[src/dtc_pkg.sv]
package dtc_pkg;

  // Register indices; byte address is four times the index
  localparam logic [9:0] IDX_CTRL = 10'h088;
  localparam logic [9:0] IDX_MODE = 10'h089;
  localparam logic [9:0] IDX_T0_LO = 10'h08A;
  localparam logic [9:0] IDX_T1_LO = 10'h08B;
  localparam logic [9:0] IDX_T0_HI = 10'h08C;
  localparam logic [9:0] IDX_T1_HI = 10'h08D;
  localparam logic [9:0] IDX_IRQ_STAT = 10'h0A0;
  localparam logic [9:0] IDX_IRQ_MASK = 10'h0A1;

  // Run and flag register bit positions
  localparam int CTRL_TF1 = 7;
  localparam int CTRL_TR1 = 6;
  localparam int CTRL_TF0 = 5;
  localparam int CTRL_TR0 = 4;

  // Mode control register bit positions
  localparam int MODE_TIMER_ONE_GATE_SELECT = 7;
  localparam int MODE_SRC1 = 6;
  localparam int MODE_T1_LSB = 4;
  localparam int MODE_TIMER_ZERO_GATE_SELECT = 3;
  localparam int MODE_SRC0 = 2;
  localparam int MODE_T0_LSB = 0;

  // Interrupt status and mask bit positions
  localparam int IRQ_T0 = 0;
  localparam int IRQ_T1 = 1;

  // Reset values and count limits
  localparam logic [7:0] BYTE_RST = 8'h00;
  localparam logic [7:0] BYTE_MAX = 8'hFF;
  localparam logic [4:0] PRE_MAX = 5'h1F;
  localparam logic [31:0] WORD_RST = 32'h0000_0000;

  // Pin slots of the synchroniser bank
  localparam int NUM_PINS = 4;
  localparam int PIN_TIMER_ZERO_GATE_SELECT = 0;
  localparam int PIN_TIMER_ONE_GATE_SELECT = 1;
  localparam int PIN_CNT0 = 2;
  localparam int PIN_CNT1 = 3;

  // Counting modes
  typedef enum logic [1:0] {
    DTC_MODE_PRESCALE = 2'h0,
    DTC_MODE_WIDE = 2'h1,
    DTC_MODE_RELOAD = 2'h2,
    DTC_MODE_SPLIT = 2'h3
  } dtc_mode_t;

endpackage

[src/dtc_cnt_if.sv]
`timescale 1ns/1ps
`default_nettype none
interface dtc_cnt_if;
  dtc_pkg::dtc_mode_t mode;
  logic inc_lo;
  logic inc_hi;
  logic wr_lo;
  logic wr_hi;
  logic [7:0] wdata;
  logic [7:0] lo;
  logic [7:0] hi;
  logic ovf;
  logic ovf_hi;

  // Control side drives counts and writes, counter side answers
  modport ctl (output mode, inc_lo, inc_hi, wr_lo, wr_hi, wdata,
               input lo, hi, ovf, ovf_hi);
  modport cnt (input mode, inc_lo, inc_hi, wr_lo, wr_hi, wdata,
               output lo, hi, ovf, ovf_hi);
endinterface
`default_nettype wire

[src/dtc_top.sv]
`timescale 1ns/1ps
`default_nettype none
module dtc_top (
  // Clock, reset and freeze
  input wire logic pclk,
  input wire logic presetn,
  input wire logic clk_en,
  // APB slave
  input wire logic psel,
  input wire logic penable,
  input wire logic pwrite,
  input wire logic [11:0] paddr,
  input wire logic [31:0] pwdata,
  output logic [31:0] prdata,
  output logic pready,
  output logic pslverr,
  // Gate and count pins
  input wire logic ext_gate_pin_zero,
  input wire logic ext_gate_pin_one,
  input wire logic timer_zero_count_pin,
  input wire logic timer_one_count_pin,
  // Interrupt vector acknowledges
  input wire logic timer_zero_vector_ack,
  input wire logic timer_one_vector_ack,
  // Flags and interrupt
  output logic timer_zero_overflow_flag,
  output logic timer_one_overflow_flag,
  output logic irq
);
  logic half_reg;
  logic [7:0] mode_reg;
  logic run0_reg;
  logic run1_reg;
  logic tf0_reg;
  logic tf0_next;
  logic tf1_reg;
  logic tf1_next;
  logic [1:0] stat_reg;
  logic [1:0] stat_next;
  logic [1:0] mask_reg;
  logic irq_reg;
  logic pready_reg;
  logic pslverr_reg;
  logic [31:0] prdata_reg;
  logic [dtc_pkg::NUM_PINS-1:0] pin_raw;
  logic [dtc_pkg::NUM_PINS-1:0] pin_lvl;
  logic [dtc_pkg::NUM_PINS-1:0] pin_fall;
  logic [9:0] widx;
  logic sel_ctrl;
  logic sel_mode;
  logic sel_t0_lo;
  logic sel_t1_lo;
  logic sel_t0_hi;
  logic sel_t1_hi;
  logic sel_stat;
  logic sel_mask;
  logic hit;
  logic setup;
  logic wr_acc;
  logic [7:0] ctrl_rd;
  logic [7:0] rd_byte;
  dtc_pkg::dtc_mode_t t0_mode;
  dtc_pkg::dtc_mode_t t1_mode;
  logic t0_split;
  logic tick;
  logic en0;
  logic en1;
  logic evt0;
  logic evt1;
  logic [1:0] ev;
  logic [1:0] t_inc_lo;
  logic [1:0] t_inc_hi;
  logic [1:0] t_wr_lo;
  logic [1:0] t_wr_hi;
  logic [1:0] t_ovf;
  logic [1:0] t_ovf_hi;
  dtc_pkg::dtc_mode_t t_mode [2];
  logic [7:0] t_lo [2];
  logic [7:0] t_hi [2];

  dtc_cnt_if tif [2] ();

  // Pin bank: three-stage synchronisers with edge detect
  assign pin_raw[dtc_pkg::PIN_TIMER_ZERO_GATE_SELECT] = ext_gate_pin_zero;
  assign pin_raw[dtc_pkg::PIN_TIMER_ONE_GATE_SELECT] = ext_gate_pin_one;
  assign pin_raw[dtc_pkg::PIN_CNT0] = timer_zero_count_pin;
  assign pin_raw[dtc_pkg::PIN_CNT1] = timer_one_count_pin;

  generate
    for (genvar p = 0; p < dtc_pkg::NUM_PINS; p++) begin : g_pin
      dtc_sync u_sync (
        .pclk(pclk),
        .presetn(presetn),
        .clk_en(clk_en),
        .pin(pin_raw[p]),
        .level(pin_lvl[p]),
        .fall(pin_fall[p])
      );
    end
  endgenerate

  // Address decode on word index
  assign widx = paddr[11:2];
  assign sel_ctrl = widx == dtc_pkg::IDX_CTRL;
  assign sel_mode = widx == dtc_pkg::IDX_MODE;
  assign sel_t0_lo = widx == dtc_pkg::IDX_T0_LO;
  assign sel_t1_lo = widx == dtc_pkg::IDX_T1_LO;
  assign sel_t0_hi = widx == dtc_pkg::IDX_T0_HI;
  assign sel_t1_hi = widx == dtc_pkg::IDX_T1_HI;
  assign sel_stat = widx == dtc_pkg::IDX_IRQ_STAT;
  assign sel_mask = widx == dtc_pkg::IDX_IRQ_MASK;
  assign hit = |{sel_ctrl, sel_mode, sel_t0_lo, sel_t1_lo,
                 sel_t0_hi, sel_t1_hi, sel_stat, sel_mask};
  assign setup = psel & ~penable;
  // Writes land only on the completing access edge
  assign wr_acc = psel & penable & pready_reg & pwrite & hit;

  // Run and flag register image
  always_comb begin
    ctrl_rd = dtc_pkg::BYTE_RST;
    ctrl_rd[dtc_pkg::CTRL_TF1] = tf1_reg;
    ctrl_rd[dtc_pkg::CTRL_TR1] = run1_reg;
    ctrl_rd[dtc_pkg::CTRL_TF0] = tf0_reg;
    ctrl_rd[dtc_pkg::CTRL_TR0] = run0_reg;
  end

  // Read selection; unmapped words read as zero
  assign rd_byte = sel_ctrl ? ctrl_rd
                 : sel_mode ? mode_reg
                 : sel_t0_lo ? t_lo[0]
                 : sel_t1_lo ? t_lo[1]
                 : sel_t0_hi ? t_hi[0]
                 : sel_t1_hi ? t_hi[1]
                 : sel_stat ? {6'h00, stat_reg}
                 : sel_mask ? {6'h00, mask_reg}
                 : dtc_pkg::BYTE_RST;

  // Mode fields and count enables
  assign t0_mode = dtc_pkg::dtc_mode_t'(mode_reg[dtc_pkg::MODE_T0_LSB +: 2]);
  assign t1_mode = dtc_pkg::dtc_mode_t'(mode_reg[dtc_pkg::MODE_T1_LSB +: 2]);
  assign t0_split = t0_mode == dtc_pkg::DTC_MODE_SPLIT;
  assign tick = half_reg;
  assign en0 = run0_reg & (~mode_reg[dtc_pkg::MODE_TIMER_ZERO_GATE_SELECT]
                           | pin_lvl[dtc_pkg::PIN_TIMER_ZERO_GATE_SELECT]);
  assign en1 = run1_reg & (~mode_reg[dtc_pkg::MODE_TIMER_ONE_GATE_SELECT]
                           | pin_lvl[dtc_pkg::PIN_TIMER_ONE_GATE_SELECT]);
  assign evt0 = mode_reg[dtc_pkg::MODE_SRC0]
              ? pin_fall[dtc_pkg::PIN_CNT0] : tick;
  assign evt1 = mode_reg[dtc_pkg::MODE_SRC1]
              ? pin_fall[dtc_pkg::PIN_CNT1] : tick;

  // Per-timer control; the split high byte borrows timer one run
  assign t_mode[0] = t0_mode;
  assign t_mode[1] = t1_mode;
  assign t_inc_lo[0] = en0 & evt0;
  assign t_inc_hi[0] = t0_split & run1_reg & tick;
  assign t_inc_lo[1] = en1 & evt1
                     & (t1_mode != dtc_pkg::DTC_MODE_SPLIT);
  assign t_inc_hi[1] = 1'b0;
  assign t_wr_lo[0] = wr_acc & sel_t0_lo;
  assign t_wr_lo[1] = wr_acc & sel_t1_lo;
  assign t_wr_hi[0] = wr_acc & sel_t0_hi;
  assign t_wr_hi[1] = wr_acc & sel_t1_hi;

  generate
    for (genvar t = 0; t < 2; t++) begin : g_tmr
      assign tif[t].mode = t_mode[t];
      assign tif[t].inc_lo = t_inc_lo[t];
      assign tif[t].inc_hi = t_inc_hi[t];
      assign tif[t].wr_lo = t_wr_lo[t];
      assign tif[t].wr_hi = t_wr_hi[t];
      assign tif[t].wdata = pwdata[7:0];
      assign t_lo[t] = tif[t].lo;
      assign t_hi[t] = tif[t].hi;
      assign t_ovf[t] = tif[t].ovf;
      assign t_ovf_hi[t] = tif[t].ovf_hi;
      dtc_timer u_tmr (
        .pclk(pclk),
        .presetn(presetn),
        .clk_en(clk_en),
        .bus(tif[t])
      );
    end
  endgenerate

  // In split mode timer one loses its flag to the borrowed byte
  assign ev[dtc_pkg::IRQ_T0] = t_ovf[0];
  assign ev[dtc_pkg::IRQ_T1] = t0_split ? t_ovf_hi[0] : t_ovf[1];

  // Flags: hardware set beats vector clear beats software write
  assign tf0_next = ev[dtc_pkg::IRQ_T0] ? 1'b1
                  : timer_zero_vector_ack ? 1'b0
                  : (wr_acc & sel_ctrl) ? pwdata[dtc_pkg::CTRL_TF0]
                  : tf0_reg;
  assign tf1_next = ev[dtc_pkg::IRQ_T1] ? 1'b1
                  : timer_one_vector_ack ? 1'b0
                  : (wr_acc & sel_ctrl) ? pwdata[dtc_pkg::CTRL_TF1]
                  : tf1_reg;
  // Status bits are write-one-to-clear; a new event wins
  assign stat_next = ev | (stat_reg & ~((wr_acc & sel_stat)
                                        ? pwdata[1:0] : 2'h0));

  // Timer clock divider, runs free so tick rate never depends on run
  always_ff @(posedge pclk or negedge presetn) begin
    if (!presetn) begin
      half_reg <= 1'b0;
    end else if (clk_en) begin
      half_reg <= ~half_reg;
    end
  end

  // Software-owned control registers
  always_ff @(posedge pclk or negedge presetn) begin
    if (!presetn) begin
      mode_reg <= dtc_pkg::BYTE_RST;
      run0_reg <= 1'b0;
      run1_reg <= 1'b0;
      mask_reg <= 2'h0;
    end else if (clk_en && wr_acc) begin
      if (sel_mode) begin
        mode_reg <= pwdata[7:0];
      end else if (sel_ctrl) begin
        run0_reg <= pwdata[dtc_pkg::CTRL_TR0];
        run1_reg <= pwdata[dtc_pkg::CTRL_TR1];
      end else if (sel_mask) begin
        mask_reg <= pwdata[1:0];
      end
    end
  end

  // Flags, status and interrupt line
  always_ff @(posedge pclk or negedge presetn) begin
    if (!presetn) begin
      tf0_reg <= 1'b0;
      tf1_reg <= 1'b0;
      stat_reg <= 2'h0;
      irq_reg <= 1'b0;
    end else if (clk_en) begin
      tf0_reg <= tf0_next;
      tf1_reg <= tf1_next;
      stat_reg <= stat_next;
      irq_reg <= |(stat_reg & mask_reg);
    end
  end

  // APB answer: ready rises one edge after setup, so no wait states
  always_ff @(posedge pclk or negedge presetn) begin
    if (!presetn) begin
      pready_reg <= 1'b0;
      pslverr_reg <= 1'b0;
      prdata_reg <= dtc_pkg::WORD_RST;
    end else if (clk_en) begin
      pready_reg <= setup;
      if (setup) begin
        pslverr_reg <= ~hit;
        prdata_reg <= {24'h000000, rd_byte};
      end
    end
  end

  assign prdata = prdata_reg;
  assign pready = pready_reg;
  assign pslverr = pslverr_reg;
  assign irq = irq_reg;
  assign timer_zero_overflow_flag = tf0_reg;
  assign timer_one_overflow_flag = tf1_reg;

  // Checks on counting and flag behaviour
  logic quiet;
  logic [15:0] cnt0;
  logic [15:0] cnt1;
  logic t0_free;
  assign quiet = clk_en & ~wr_acc;
  assign cnt0 = {t_hi[0], t_lo[0]};
  assign cnt1 = {t_hi[1], t_lo[1]};
  assign t0_free = quiet & (t0_mode == dtc_pkg::DTC_MODE_WIDE) & run0_reg
                 & ~mode_reg[dtc_pkg::MODE_TIMER_ZERO_GATE_SELECT]
                 & ~mode_reg[dtc_pkg::MODE_SRC0];
endmodule
`default_nettype wire

[src/dtc_sync.sv]
`timescale 1ns/1ps
`default_nettype none
module dtc_sync (
  // Clock and reset
  input wire logic pclk,
  input wire logic presetn,
  input wire logic clk_en,
  // Raw pin
  input wire logic pin,
  // Filtered level and its falling edge
  output logic level,
  output logic fall
);
  logic s1_reg;
  logic s2_reg;
  logic s3_reg;
  logic level_reg;
  logic agree;

  // Level moves only when stages two and three agree
  assign agree = s2_reg == s3_reg;
  assign level = level_reg;
  assign fall = level_reg & agree & ~s3_reg;

  // Three-stage chain; stage one feeds only stage two
  always_ff @(posedge pclk or negedge presetn) begin
    if (!presetn) begin
      s1_reg <= 1'b0;
      s2_reg <= 1'b0;
      s3_reg <= 1'b0;
      level_reg <= 1'b0;
    end else if (clk_en) begin
      s1_reg <= pin;
      s2_reg <= s1_reg;
      s3_reg <= s2_reg;
      if (agree) begin
        level_reg <= s3_reg;
      end
    end
  end
endmodule
`default_nettype wire

[src/dtc_timer.sv]
`timescale 1ns/1ps
`default_nettype none
module dtc_timer (
  // Clock and reset
  input wire logic pclk,
  input wire logic presetn,
  input wire logic clk_en,
  // Count and write control
  dtc_cnt_if.cnt bus
);
  logic [7:0] lo_reg;
  logic [7:0] lo_next;
  logic [7:0] hi_reg;
  logic [7:0] hi_next;
  logic lo_full;
  logic hi_full;
  logic pre_full;

  assign lo_full = lo_reg == dtc_pkg::BYTE_MAX;
  assign hi_full = hi_reg == dtc_pkg::BYTE_MAX;
  assign pre_full = lo_reg[4:0] == dtc_pkg::PRE_MAX;
  assign bus.lo = lo_reg;
  assign bus.hi = hi_reg;

  // Count per mode; a software write to a byte wins over counting
  always_comb begin
    lo_next = lo_reg;
    hi_next = hi_reg;
    bus.ovf = 1'b0;
    bus.ovf_hi = 1'b0;
    case (bus.mode)
      dtc_pkg::DTC_MODE_PRESCALE: begin
        if (bus.inc_lo) begin
          lo_next[4:0] = lo_reg[4:0] + 5'h01;
          if (pre_full) begin
            hi_next = hi_reg + 8'h01;
            bus.ovf = hi_full;
          end
        end
      end
      dtc_pkg::DTC_MODE_WIDE: begin
        if (bus.inc_lo) begin
          lo_next = lo_reg + 8'h01;
          if (lo_full) begin
            hi_next = hi_reg + 8'h01;
            bus.ovf = hi_full;
          end
        end
      end
      dtc_pkg::DTC_MODE_RELOAD: begin
        if (bus.inc_lo) begin
          lo_next = lo_full ? hi_reg : lo_reg + 8'h01;
          bus.ovf = lo_full;
        end
      end
      default: begin
        if (bus.inc_lo) begin
          lo_next = lo_reg + 8'h01;
          bus.ovf = lo_full;
        end
        if (bus.inc_hi) begin
          hi_next = hi_reg + 8'h01;
          bus.ovf_hi = hi_full;
        end
      end
    endcase
    if (bus.wr_lo) begin
      lo_next = bus.wdata;
    end
    if (bus.wr_hi) begin
      hi_next = bus.wdata;
    end
  end

  // Count bytes
  always_ff @(posedge pclk or negedge presetn) begin
    if (!presetn) begin
      lo_reg <= dtc_pkg::BYTE_RST;
      hi_reg <= dtc_pkg::BYTE_RST;
    end else if (clk_en) begin
      lo_reg <= lo_next;
      hi_reg <= hi_next;
    end
  end
endmodule
`default_nettype wire

[config.mk]
export PLATFORM = sky130hd
export DESIGN_NAME = dtc_top
export DESIGN_NICKNAME = d
export VERILOG_FILES = /design/src/dtc_pkg.sv /design/src/dtc_cnt_if.sv /design/src/dtc_top.sv /design/src/dtc_sync.sv /design/src/dtc_timer.sv
export SDC_FILE = /design/constraint.sdc
export NUM_CORES = 1
export LEC_CHECK = 0
export BUFFER_PORTS_ARGS = -buffer_cell sky130_fd_sc_hd__buf_2
export CAP_MARGIN = 0
export CELL_PAD_IN_SITES_DETAIL_PLACEMENT = 1
export CELL_PAD_IN_SITES_GLOBAL_PLACEMENT = 1
export CORE_MARGIN = 5
export CORE_UTILIZATION = 45
export DETAILED_ROUTE_END_ITERATION = 8
export HOLD_SLACK_MARGIN = 0.05
export PLACE_DENSITY_LB_ADDON = 0.1
export SYNTH_ARGS = -nofsm -noshare
export SYNTH_HDL_FRONTEND = slang
export SYNTH_SLANG_ARGS = --single-unit
[constraint.sdc]
create_clock -name pclk -period 5.3 [get_ports pclk]
set_input_delay 0.795 -clock pclk [delete_from_list [all_inputs] [get_ports pclk]]
set_output_delay 0.795 -clock pclk [all_outputs]
set_load 0.005 [all_outputs]
-- Word level (Yosys, flattened, before mapping)
Cells that the tools add are included.
- add/sub/neg operators: 6
- equality and inequality tests: 35
- mux-type cells: 59
- bitwise gates (word level): 37
- reductions and logical operators: 28
- operator list (kind ; number):
    2-to-1 mux 8 bit ; 25
    equality test 10 x 8 -> 1 bit, second input constant ; 8
    adder 8 x 1 -> 8 bit, second input constant ; 4
    equality test 8 bit, second input constant ; 4
    inequality test 3 x 1 -> 1 bit, second input constant ; 8
    case mux 8 bit (3 select lines) ; 1
    AND 1 bit ; 22
    2-to-1 mux 1 bit ; 21
    case mux 5 bit (2 select lines) ; 2
    AND reduction 2 bit ; 10
    case mux 8 bit (2 select lines) ; 1
    case mux 3 bit (2 select lines) ; 2
    adder 5 x 1 -> 5 bit, second input constant ; 2
    equality test 5 bit, second input constant ; 2
    2-to-1 mux 5 bit ; 2
    NOT 1 bit ; 9
    AND reduction 3 bit ; 3
    nonzero test 3 bit ; 3
    OR reduction 8 bit ; 1
    AND reduction 7 bit ; 1
    equality test 2 bit, second input constant ; 3
    2-to-1 mux 2 bit ; 3
    inequality test 2 x 1 -> 1 bit, second input constant ; 3
    AND reduction 6 bit ; 1
    15 further kinds ; 24
- flip-flop bits (word level): 76
- output and inout bits: 37

-- Longest topological paths before layout
Gate-level depths: netlist (run 1).
- depth after elaboration: 11
- mapped depth: 11
- depth with buffers taken out: 10

-- Hierarchy
A second synthesis (run 1) with hierarchy kept.
- cell total of the unflattened synthesis: 572
- area total of the unflattened synthesis: 5297.6 um2
- modules (own cells, without submodules) (module ; instances ; cells an instance ; area an instance (um2) ; sequential area each (um2)):
    dtc_top ; 1 ; 229 ; 2085.8 ; 700.7
    dtc_timer at g_tmr[0].u_tmr ; 1 ; 152 ; 1283.7 ; 400.4
    dtc_timer at g_tmr[1].u_tmr ; 1 ; 147 ; 1272.5 ; 400.4
    dtc_sync ; 4 ; 11 ; 163.9 ; 100.1

-- Least setup slack after synthesis (run 1)
OpenSTA, ideal clock, no wires.
- kind: input to register
- start: in paddr[6]
- end: reg g_tmr[0].u_tmr.hi_reg[0]
- library setup time: 0.124 ns
- arrival: 2.655 ns
- required time: 5.176 ns
- setup slack: 2.521 ns
- cell stages on the path: 8
- path buffers: 2
- cells stage by stage: or3_4 > or3_1 > buf_2 > or4_4 > buf_6 > nand2_1 > o22ai_1 > a211o_1
- word-level cells in the longest chain between the ends: 6
- elaborated cells between the ends (all ways): 19
- those cells by class: eq/ne: 13; mux: 1; bitwise: 2; reduce/logical: 3
- RTL lines (element ; line ; source):
    start, declared ; dtc_top.sv:12 ; input wire logic [11:0] paddr,
    equality test 10 x 8 -> 1 bit, or another cell as far along ; dtc_top.sv:104 ; assign sel_ctrl = widx == dtc_pkg::IDX_CTRL;
    OR reduction 8 bit ; dtc_top.sv:112 ; assign hit = |{sel_ctrl, sel_mode, sel_t0_lo, sel_t1_lo,
    AND 1 bit ; dtc_top.sv:116 ; assign wr_acc = psel & penable & pready_reg & pwrite & hit;
    AND 1 bit (*) ; dtc_top.sv:162 ; assign t_wr_hi[0] = wr_acc & sel_t0_hi;
    inequality test 3 x 1 -> 1 bit (no line), or another cell as far along ; n/a ;
    AND reduction 7 bit (no line) ; n/a ;
    end signal, assigned ; dtc_timer.sv:79 ; hi_reg <= dtc_pkg::BYTE_RST;
    end signal, assigned ; dtc_timer.sv:82 ; hi_reg <= hi_next;
    end, declared ; dtc_timer.sv:13 ; logic [7:0] hi_reg;
Mark *: on every way between the ends. The rest lies on a longest branch, timed or not.
A chain may end at the register's enable or synchronous reset.

-- Worst setup path in the final report (run 1)
- start: in paddr[3]
- end: reg g_tmr[0].u_tmr.lo_reg[6]
- word-level cells in the longest chain between the ends: 6
- elaborated cells between the ends (all ways): 15
- those cells by class: eq/ne: 9; mux: 1; bitwise: 2; reduce/logical: 3
- RTL lines (element ; line ; source):
    equality test 10 x 8 -> 1 bit, or another cell as far along ; dtc_top.sv:104 ;
    OR reduction 8 bit ; dtc_top.sv:112 ;
    AND 1 bit ; dtc_top.sv:116 ;
    AND 1 bit (*) ; dtc_top.sv:160 ; assign t_wr_lo[0] = wr_acc & sel_t0_lo;
    inequality test 2 x 1 -> 1 bit (no line) / nonzero test 2 bit (equally long branches) ; n/a ;
    AND reduction 3 bit (no line) ; n/a ;
    end signal, assigned ; dtc_timer.sv:78 ; lo_reg <= dtc_pkg::BYTE_RST;
    end signal, assigned ; dtc_timer.sv:81 ; lo_reg <= lo_next;
    end, declared ; dtc_timer.sv:11 ; logic [7:0] lo_reg;
Marks and branches as above.

==> flow_summary.html, run 1 <==
<table>
<tr><th>Metric</th><th>Value</th></tr>
<tr><th colspan="2">Status</th></tr>
<tr><td>Run status</td><td>finished, final reports clean</td></tr>
<tr><th colspan="2">Die</th></tr>
<tr><td>Width of the die</td><td>114 um</td></tr>
<tr><td>Core region area</td><td>10,400 sq um</td></tr>
<tr><td>Die Outline Area</td><td>12,900 sq um</td></tr>
<tr><td># rows</td><td>37</td></tr>
<tr><td>Starting density of the core</td><td>0.465</td></tr>
<tr><td>Number of top-level pins</td><td>93</td></tr>
<tr><td>Die boundary height</td><td>114 um</td></tr>
<tr><th colspan="2">Pwr</th></tr>
<tr><td>Part of the total power dissipated in combinational logic</td><td>0.125</td></tr>
<tr><td>Internal power</td><td>905 uW</td></tr>
<tr><td>Clock group share of total power</td><td>0.363</td></tr>
<tr><td>Net Sw Frac</td><td>0.301</td></tr>
<tr><td>Sw power</td><td>391 uW</td></tr>
<tr><td>Power density over cell area</td><td>247 nW/um^2</td></tr>
<tr><td>Relative contribution of sequential cells to total power</td><td>0.512</td></tr>
<tr><td>Static leakage</td><td>2.34 nW</td></tr>
<tr><td>Max rail drop VDD</td><td>0.176 mV</td></tr>
<tr><th colspan="2">CTS</th></tr>
<tr><td>Latest clock arrival within the worst-skew pair</td><td>0.36 ns</td></tr>
<tr><td>Master cell of the clock root buffer</td><td>clkbuf_8</td></tr>
<tr><td># H-tree levels</td><td>3</td></tr>
<tr><td>Clock-pin slew of the registers on the worst-case setup and hold paths</td><td>0.09 ns</td></tr>
<tr><td>Post-CTS setup-driven buffer insertion count</td><td>0</td></tr>
<tr><td>Clock tree from TritonCTS</td><td>built</td></tr>
<tr><td>Post-CTS Resized</td><td>0</td></tr>
<tr><td>Clock sink count</td><td>76</td></tr>
<tr><td>Total clock buffers created by CTS</td><td>9</td></tr>
<tr><td>Maximum buffer depth of the clock tree</td><td>2</td></tr>
<tr><td>Hold-fix buffers, CTS</td><td>0</td></tr>
<tr><th colspan="2">Worst setup path</th></tr>
<tr><td>Startpoint type of the worst setup path</td><td>input pin</td></tr>
<tr><td>Number of cells traversed by the worst register-to-register path</td><td>9</td></tr>
<tr><td>Data required time at the worst endpoint</td><td>5.60 ns</td></tr>
<tr><td>Minimum setup slack among reg-to-reg paths</td><td>2.27 ns</td></tr>
<tr><td>Capturing point of the worst reg2reg path</td><td>g_tmr[0].u_tmr.bus.hi[4]$_DFFE_PN0P_</td></tr>
<tr><td>Path type of the worst setup path</td><td>in -&gt; reg</td></tr>
<tr><td>Max Fanout on Critical Path</td><td>20</td></tr>
<tr><td>Startpoint of the worst-slack reg-to-reg timing path</td><td>g_tmr[0].u_tmr.bus.lo[0]$_DFFE_PN0P_</td></tr>
<tr><td>Worst setup endpoint</td><td>g_tmr[0].u_tmr.bus.lo[6]$_DFFE_PN0P_</td></tr>
<tr><td>Startpoint of the worst setup timing path</td><td>paddr[3]</td></tr>
<tr><td>Critical path capture point type</td><td>flop</td></tr>
<tr><td>Critical path data arrival time</td><td>3.60 ns</td></tr>
<tr><th colspan="2">Drt</th></tr>
<tr><td>Total Routed Length</td><td>16.3 mm</td></tr>
<tr><td>DRT iter0 DRCs</td><td>273</td></tr>
<tr><td>DRC violation count after routing</td><td>0</td></tr>
<tr><td>Routed length on met2</td><td>7.69 mm</td></tr>
<tr><td>Via Count</td><td>4,542</td></tr>
<tr><td>Post-route antenna net violation count</td><td>0</td></tr>
<tr><td>Per-cell via count in the routed design</td><td>6.25</td></tr>
<tr><td>Length of routed met3 wiring</td><td>1.05 mm</td></tr>
<tr><td>Sum of routed wire segments on met1</td><td>7.23 mm</td></tr>
<tr><td>Average wire per standard cell</td><td>22.4 um</td></tr>
<tr><td>Detailed Routing Iterations Pass 1</td><td>5</td></tr>
<tr><td>Topmost layer with routed signal wires</td><td>met4</td></tr>
<tr><th colspan="2">Global routing</th></tr>
<tr><td>All-layer global routing usage</td><td>0.258</td></tr>
<tr><td>Largest net degree at the start of global routing</td><td>77</td></tr>
<tr><td>Vias in the first global route</td><td>4,561</td></tr>
<tr><td>Wire length of the first global-routing pass</td><td>25.8 mm</td></tr>
<tr><td>Total congestion overflow</td><td>0</td></tr>
<tr><td>Number of antenna violations at the first check in global routing</td><td>0</td></tr>
<tr><th colspan="2">Yosys</th></tr>
<tr><td>Number of enable flip-flop cells after synthesis</td><td>0</td></tr>
<tr><td>Yosys reg bits</td><td>76</td></tr>
<tr><td>Sequential element share of the synthesized area</td><td>0.393</td></tr>
<tr><td>Count of yosys warnings during synthesis</td><td>0</td></tr>
<tr><td>Post-Syn Area</td><td>4840 sq um</td></tr>
<tr><td>Share of synthesized registers carrying an async set or reset</td><td>1.00</td></tr>
<tr><td>Synth Area per Inst</td><td>8.71 sq um</td></tr>
<tr><td>Most instantiated flip-flop cell in the synthesis netlist</td><td>dfrtp_1</td></tr>
<tr><td>Mapped Cells</td><td>556</td></tr>
<tr><td>Synth cell types</td><td>65</td></tr>
<tr><th colspan="2">Flow run</th></tr>
<tr><td>Max Cap Violations</td><td>0</td></tr>
<tr><th colspan="2">Cells and area</th></tr>
<tr><td>Final Instance Count excl. Fillers</td><td>727</td></tr>
<tr><td>Number of antenna repair diodes</td><td>0</td></tr>
<tr><td>Syn-to-layout area delta</td><td>8.19%</td></tr>
<tr><td>Commonest non-fill, non-tap cell in the layout</td><td>dfrtp_1</td></tr>
<tr><td>Most frequent cells in the layout</td><td>dfrtp_1, nand2_1, o21ai_0</td></tr>
<tr><td>Fraction of final layout cells with drive strength greater than 1</td><td>0.162</td></tr>
<tr><td>Net total in the final layout</td><td>648</td></tr>
<tr><th colspan="2">Placement</th></tr>
<tr><td>Worst slack at placement</td><td>1.81 ns</td></tr>
<tr><td>Count of buffers from port buffering</td><td>42</td></tr>
<tr><td>Post-placement cell count</td><td>711</td></tr>
<tr><td>Global placer's final weighted congestion</td><td>0.923</td></tr>
<tr><td>HPWL Detailed</td><td>12.0 mm</td></tr>
<tr><th colspan="2">Timing</th></tr>
<tr><td>Final critical-path setup slack</td><td>2.01 ns</td></tr>
<tr><td>Min Tclk post-route</td><td>3.29 ns</td></tr>
<tr><td>Fraction of the cycle the final worst path needs</td><td>0.621</td></tr>
<tr><td>RSZ-0062 raised after global routing</td><td>no</td></tr>
<tr><td>Total of endpoints with negative setup slack in the final report</td><td>0</td></tr>
<tr><td>Max-slew violation total from the final report</td><td>0</td></tr>
<tr><td>Maximum clock frequency</td><td>304 MHz</td></tr>
<tr><td>Slew margin rel.</td><td>0.203</td></tr>
<tr><td>Worst setup skew after layout</td><td>0.00969 ns</td></tr>
<tr><td>Actual transition at the worst max-transition pin</td><td>1.18 ns</td></tr>
<tr><td>Final count of hold timing violations</td><td>0</td></tr>
<tr><td>Setup total negative slack</td><td>0 ns</td></tr>
<tr><th colspan="2">Min path</th></tr>
<tr><td>Type of the tightest min-delay check</td><td>reg -&gt; reg</td></tr>
</table>
-- synth_stat cells, types with 7 or more instances --
library cell / instances / share of area
dfrtp_1: 76 / 0.39
mux2i_1: 7 / 0.014
nor2b_1: 12 / 0.016
nand3_1: 24 / 0.025
nand4_1: 11 / 0.014
clkbuf_1: 15 / 0.012
mux2_2: 23 / 0.054
nand2_1: 70 / 0.054
o21ai_0: 55 / 0.057
or3_1: 8 / 0.010
buf_4: 24 / 0.037
and3_1: 15 / 0.019
nor2_1: 33 / 0.026
inv_1: 14 / 0.011
nor3_1: 9 / 0.0093
a21oi_1: 50 / 0.052
-- how the worst min path moves through the flow --
stage,start,endpoint,slack (ns),cells past startpoint
after CTS,prdata[5]$_DFFE_PN0P_,prdata[5]$_DFFE_PN0P_,0.50,2
after detailed placement,prdata[5]$_DFFE_PN0P_,prdata[5]$_DFFE_PN0P_,0.48,2
after global placement,prdata[5]$_DFFE_PN0P_,prdata[5]$_DFFE_PN0P_,0.46,2
final,prdata[5]$_DFFE_PN0P_,prdata[5]$_DFFE_PN0P_,0.49,2
after floorplan,mask_reg[0]$_DFFE_PN0P_,mask_reg[0]$_DFFE_PN0P_,0.47,2
after global routing,prdata[6]$_DFFE_PN0P_,prdata[6]$_DFFE_PN0P_,0.53,2
-- kinds of logic (layout without fill, tap and decap cells) --
logic type | Yosys count | in the layout | synth area share
muxes | 34 | 34 | 0.0866
xor gates and xnor gates | 6 | 6 | 0.0109
and+or+nand+nor | 219 | 219 | 0.236
DFF | 76 | 76 | 0.393
other | 1 | 24 | 0.000775
AOI/OAI and AO/OA | 154 | 154 | 0.190
adders and majority gates | 6 | 6 | 0.0155
buffers and inverters | 60 | 72 | 0.0672
-- per-layer routing --
metal  GRT usage  vias to the layer above
met5           0                        -
met2       0.422                      180
met3      0.0435                       23
met1       0.358                     2289
met4      0.0569                        0
li1            -                     2050
-- stage by stage --
step | hold slack (ns) | util | total power, mW | instance area, sq um
after floorplan | 0.467 | - | 0.769 | 4930
after global placement | 0.461 | 0.484 | 0.821 | 5040
after detailed placement | 0.479 | 0.484 | 0.835 | 5040
after CTS | 0.501 | 0.503 | 1.30 | 5240
after global routing | 0.534 | 0.503 | 1.36 | 5240
final | 0.489 | 0.503 | 1.30 | 5240
-- cell type report --
| class | count | area, sq um |
|---|---|---|
| Clock buffer | 9 | 124 |
| Clock inverter | 7 | 76.3 |
| Fill cell | 1268 | 5180 |
| Inverter | 14 | 52.6 |
| Multi-Input combinational cell | 443 | 2700 |
| Sequential cell | 76 | 1900 |
| Tap cell | 136 | 170 |
| Timing Repair Buffer | 42 | 213 |
-- power by group through the flow --
stage / Sequential (mW) / Clock (mW) / Combinational [mW]
6_report: 0.664 / 0.470 / 0.162
3_5_place_dp: 0.675 / 0 / 0.160
5_1_grt: 0.671 / 0.504 / 0.184
3_3_place_gp: 0.671 / 0 / 0.150
2_1_floorplan: 0.657 / 0 / 0.112
4_1_cts: 0.664 / 0.474 / 0.163
-- worst max-delay path, cell delays in order --
cell and delay, ns:
buf_2 0.36, nand4bb_1 0.39, nor4_1 1.09, o21ai_0 0.55, a21oi_1 0.25, o22a_1 0.15
No activity file was read; power rests on OpenSTA's default activity.
==> run 2: changes to the inputs <==
--- a/config.mk
+++ b/config.mk
@@ -10,7 +10,7 @@
 export CELL_PAD_IN_SITES_DETAIL_PLACEMENT = 1
 export CELL_PAD_IN_SITES_GLOBAL_PLACEMENT = 1
 export CORE_MARGIN = 5
-export CORE_UTILIZATION = 45
+export CORE_UTILIZATION = 38
 export DETAILED_ROUTE_END_ITERATION = 8
 export HOLD_SLACK_MARGIN = 0.05
 export PLACE_DENSITY_LB_ADDON = 0.1
==> constraint.sdc (replaced) <==
create_clock -name pclk -period 2.87 [get_ports pclk]
set_input_delay 0.4305 -clock pclk [delete_from_list [all_inputs] [get_ports pclk]]
set_output_delay 0.4305 -clock pclk [all_outputs]
set_load 0.005 [all_outputs]
==> flow_summary.html, run 2 (same netlist as run 1, synthesis figures left out) <==
<table>
<tr><th>Metric</th><th>Value</th></tr>
<tr><th colspan="2">Timing</th></tr>
<tr><td>Total of endpoints with negative setup slack in the final report</td><td>0 (unchanged)</td></tr>
<tr><td>Maximum clock frequency</td><td>377 MHz</td></tr>
<tr><td>Worst setup skew after layout</td><td>0.00707 ns (was 0.00969 ns)</td></tr>
<tr><td>Final count of hold timing violations</td><td>0 (unchanged)</td></tr>
<tr><td>Setup total negative slack</td><td>0 ns (unchanged)</td></tr>
<tr><td>Min Tclk post-route</td><td>2.65 ns</td></tr>
<tr><td>Fraction of the cycle the final worst path needs</td><td>0.925</td></tr>
<tr><td>Slew margin rel.</td><td>0.323 (was 0.203)</td></tr>
<tr><td>Max-slew violation total from the final report</td><td>0 (unchanged)</td></tr>
<tr><td>RSZ-0062 raised after global routing</td><td>no (unchanged)</td></tr>
<tr><td>Actual transition at the worst max-transition pin</td><td>1.02 ns (was 1.18 ns)</td></tr>
<tr><th colspan="2">Global routing</th></tr>
<tr><td>All-layer global routing usage</td><td>0.226 (was 0.258)</td></tr>
<tr><td>Total congestion overflow</td><td>0 (unchanged)</td></tr>
<tr><td>Number of antenna violations at the first check in global routing</td><td>0 (unchanged)</td></tr>
<tr><td>Largest net degree at the start of global routing</td><td>77 (unchanged)</td></tr>
<tr><td>Vias in the first global route</td><td>4,527 (was 4,561)</td></tr>
<tr><td>Wire length of the first global-routing pass</td><td>25.5 mm (was 25.8 mm)</td></tr>
<tr><th colspan="2">Worst setup path</th></tr>
<tr><td>Critical path capture point type</td><td>flop (unchanged)</td></tr>
<tr><td>Worst path buffer plus inverter count</td><td>1 (unchanged)</td></tr>
<tr><td>Number of cells traversed by the worst register-to-register path</td><td>9 (unchanged)</td></tr>
<tr><td>Startpoint type of the worst setup path</td><td>flop (was input pin)</td></tr>
<tr><td>Crit-path slowest cell</td><td>or4b_2 (was nor4_1)</td></tr>
<tr><td>Peak per-stage delay on the critical path</td><td>0.74 ns (was 1.09 ns)</td></tr>
<tr><td>Crit path depth</td><td>9 (was 6)</td></tr>
<tr><td>Data required time at the worst endpoint</td><td>3.15 ns (was 5.60 ns)</td></tr>
<tr><td>Critical path data arrival time</td><td>2.94 ns (was 3.60 ns)</td></tr>
<tr><td>Crit path max-delay family</td><td>simple AND/OR/NAND/NOR gates (unchanged)</td></tr>
<tr><td>List of cells traversed by the critical path</td><td>ha_1 -&gt; nand3_1 -&gt; inv_1 -&gt; ha_1 -&gt; nor2b_1 -&gt; a31oi_1 -&gt; or4b_2 -&gt; or3_1 -&gt; nand3_1 (was buf_2 -&gt; nand4bb_1 -&gt; nor4_1 -&gt; o21ai_0 -&gt; a21oi_1 -&gt; o22a_1)</td></tr>
<tr><td>Path type of the worst setup path</td><td>reg -&gt; reg (was in -&gt; reg)</td></tr>
<tr><td>Max Fanout on Critical Path</td><td>6 (was 20)</td></tr>
<tr><th colspan="2">CTS</th></tr>
<tr><td>Latest clock arrival within the worst-skew pair</td><td>0.35 ns (was 0.36 ns)</td></tr>
<tr><td># H-tree levels</td><td>3 (unchanged)</td></tr>
<tr><td>Clock tree from TritonCTS</td><td>built (unchanged)</td></tr>
<tr><td>Post-CTS setup-driven buffer insertion count</td><td>0 (unchanged)</td></tr>
<tr><td>Clock sink count</td><td>76 (unchanged)</td></tr>
<tr><td>Maximum buffer depth of the clock tree</td><td>2 (unchanged)</td></tr>
<tr><td>Clock-pin slew of the registers on the worst-case setup and hold paths</td><td>0.07 ns (was 0.09 ns)</td></tr>
<tr><td>Master cell of the clock root buffer</td><td>clkbuf_16 (was clkbuf_8)</td></tr>
<tr><td>Total clock buffers created by CTS</td><td>9 (unchanged)</td></tr>
<tr><th colspan="2">Die</th></tr>
<tr><td>Number of top-level pins</td><td>93 (unchanged)</td></tr>
<tr><td>Width of the die</td><td>123 um (was 114 um)</td></tr>
<tr><td>Core region area</td><td>12,600 sq um (was 10,400 sq um)</td></tr>
<tr><td>Die Outline Area</td><td>15,100 sq um (was 12,900 sq um)</td></tr>
<tr><td>Die boundary height</td><td>123 um (was 114 um)</td></tr>
<tr><td>Starting density of the core</td><td>0.385 (was 0.465)</td></tr>
<tr><td># rows</td><td>41 (was 37)</td></tr>
<tr><th colspan="2">Cells and area</th></tr>
<tr><td>Final Instance Count excl. Fillers</td><td>779 (was 727)</td></tr>
<tr><td>Net total in the final layout</td><td>664 (was 648)</td></tr>
<tr><td>Commonest non-fill, non-tap cell in the layout</td><td>dfrtp_1 (unchanged)</td></tr>
<tr><td>Utilization after layout</td><td>0.438 (was 0.503)</td></tr>
<tr><td>Most frequent cells in the layout</td><td>dfrtp_1, nand2_1, o21ai_0 (unchanged)</td></tr>
<tr><td>Fraction of final layout cells with drive strength greater than 1</td><td>0.185 (was 0.162)</td></tr>
<tr><td>Number of antenna repair diodes</td><td>0 (unchanged)</td></tr>
<tr><td>Final-layout fill cell count</td><td>1,516 (was 1,268)</td></tr>
<tr><td>Syn-to-layout area delta</td><td>13.8% (was 8.19%)</td></tr>
<tr><th colspan="2">Drt</th></tr>
<tr><td>Sum of routed wire segments on met1</td><td>7.25 mm (was 7.23 mm)</td></tr>
<tr><td>Topmost layer with routed signal wires</td><td>met4 (unchanged)</td></tr>
<tr><td>Routed length on met2</td><td>7.59 mm (was 7.69 mm)</td></tr>
<tr><td>Total Routed Length</td><td>16.3 mm (about the same)</td></tr>
<tr><td>DRT iter0 DRCs</td><td>304 (was 273)</td></tr>
<tr><td>Length of routed met3 wiring</td><td>1.17 mm (was 1.05 mm)</td></tr>
<tr><td>Post-route antenna net violation count</td><td>0 (unchanged)</td></tr>
<tr><td>DRC violation count after routing</td><td>0 (unchanged)</td></tr>
<tr><td>Via Count</td><td>4,470 (was 4,542)</td></tr>
<tr><td>Average wire per standard cell</td><td>20.9 um (was 22.4 um)</td></tr>
<tr><td>Per-cell via count in the routed design</td><td>5.74 (was 6.25)</td></tr>
<tr><td>Detailed Routing Iterations Pass 1</td><td>5 (unchanged)</td></tr>
<tr><th colspan="2">Placement</th></tr>
<tr><td>Count of buffers from port buffering</td><td>42 (unchanged)</td></tr>
<tr><td>Post-placement cell count</td><td>763 (was 711)</td></tr>
<tr><td>HPWL Detailed</td><td>12.2 mm (was 12.0 mm)</td></tr>
<tr><td>Global placer's final weighted congestion</td><td>0.862 (was 0.923)</td></tr>
<tr><th colspan="2">Flow run</th></tr>
<tr><td>Max Cap Violations</td><td>0 (unchanged)</td></tr>
<tr><th colspan="2">Min path</th></tr>
<tr><td>Type of the tightest min-delay check</td><td>in -&gt; async (was reg -&gt; reg)</td></tr>
<tr><th colspan="2">Status</th></tr>
<tr><td>Run status</td><td>finished, final reports clean (unchanged)</td></tr>
<tr><th colspan="2">Pwr</th></tr>
<tr><td>Power density over cell area</td><td>494 nW/um^2 (was 247 nW/um^2)</td></tr>
<tr><td>Post-layout power</td><td>2.72 mW (was 1.30 mW)</td></tr>
<tr><td>Max rail drop VDD</td><td>0.267 mV (was 0.176 mV)</td></tr>
<tr><td>Static leakage</td><td>2.46 nW (was 2.34 nW)</td></tr>
</table>
-- run 2: power by group --
group          total, mW  leakage [nW]  internal [mW]  switching, mW
Sequential          1.22         0.971           1.15         0.0751
Clock               1.19         0.140          0.682          0.508
Combinational      0.308          1.35          0.130          0.179
Total               2.72          2.46           1.96          0.762
-- run 2: area by class of cell --
class | count | area, sq um | share of cell area
Clock buffer | 10 | 229 | 0.0416
Tap cell | 172 | 215 | 0.0391
Inverter | 14 | 52.6 | 0.00954
Clock inverter | 6 | 71.3 | 0.0129
Multi-Input combinational cell | 443 | 2710 | 0.491
Sequential cell | 76 | 1900 | 0.345
Timing Repair Buffer | 58 | 333 | 0.0604
-- run 2: metrics by stage --
step	cell area [sq um]	worst slack (ns)	hold slack, ns
6_report	5510	0.215	0.260
5_1_grt	5510	0.0647	0.298
4_1_cts	5500	0.244	0.300
3_5_place_dp	5200	0.266	0.468
3_3_place_gp	5200	0.345	0.459
2_1_floorplan	4930	0.393	0.135
-- run 2: worst paths after layout --
path | startpoint | to | slack, ns
setup / recovery | g_tmr[1].u_tmr.bus.lo[0]$_DFFE_PN0P_ | g_tmr[1].u_tmr.bus.hi[2]$_DFFE_PN0P_ | 0.22
hold / removal | presetn | g_tmr[1].u_tmr.bus.hi[6]$_DFFE_PN0P_ | 0.26
setup reg to reg | g_tmr[1].u_tmr.bus.lo[0]$_DFFE_PN0P_ | g_tmr[1].u_tmr.bus.hi[2]$_DFFE_PN0P_ | 0.22
hold reg to reg | prdata[3]$_DFFE_PN0P_ | prdata[3]$_DFFE_PN0P_ | 0.48
max in group asynchronous | presetn | g_pin[3].u_sync.s2_reg$_DFFE_PN0P_ | 1.97
min in group pclk | timer_one_vector_ack | timer_one_overflow_flag$_DFFE_PN0P_ | 0.30
-- run 2: repair_timing --
action                                  4_1_cts  5_1_grt
endpoints found under the hold margin         0        0
gates resized for setup                       0        1
endpoints found under the setup margin        0        1
hold buffers                                  0        0
-- run 2: metal layers --
metal,GRT usage,vias to the layer above
met4,0.0693,0
met2,0.361,141
li1,-,2091
met5,0,-
met1,0.306,2219
met3,0.0488,19
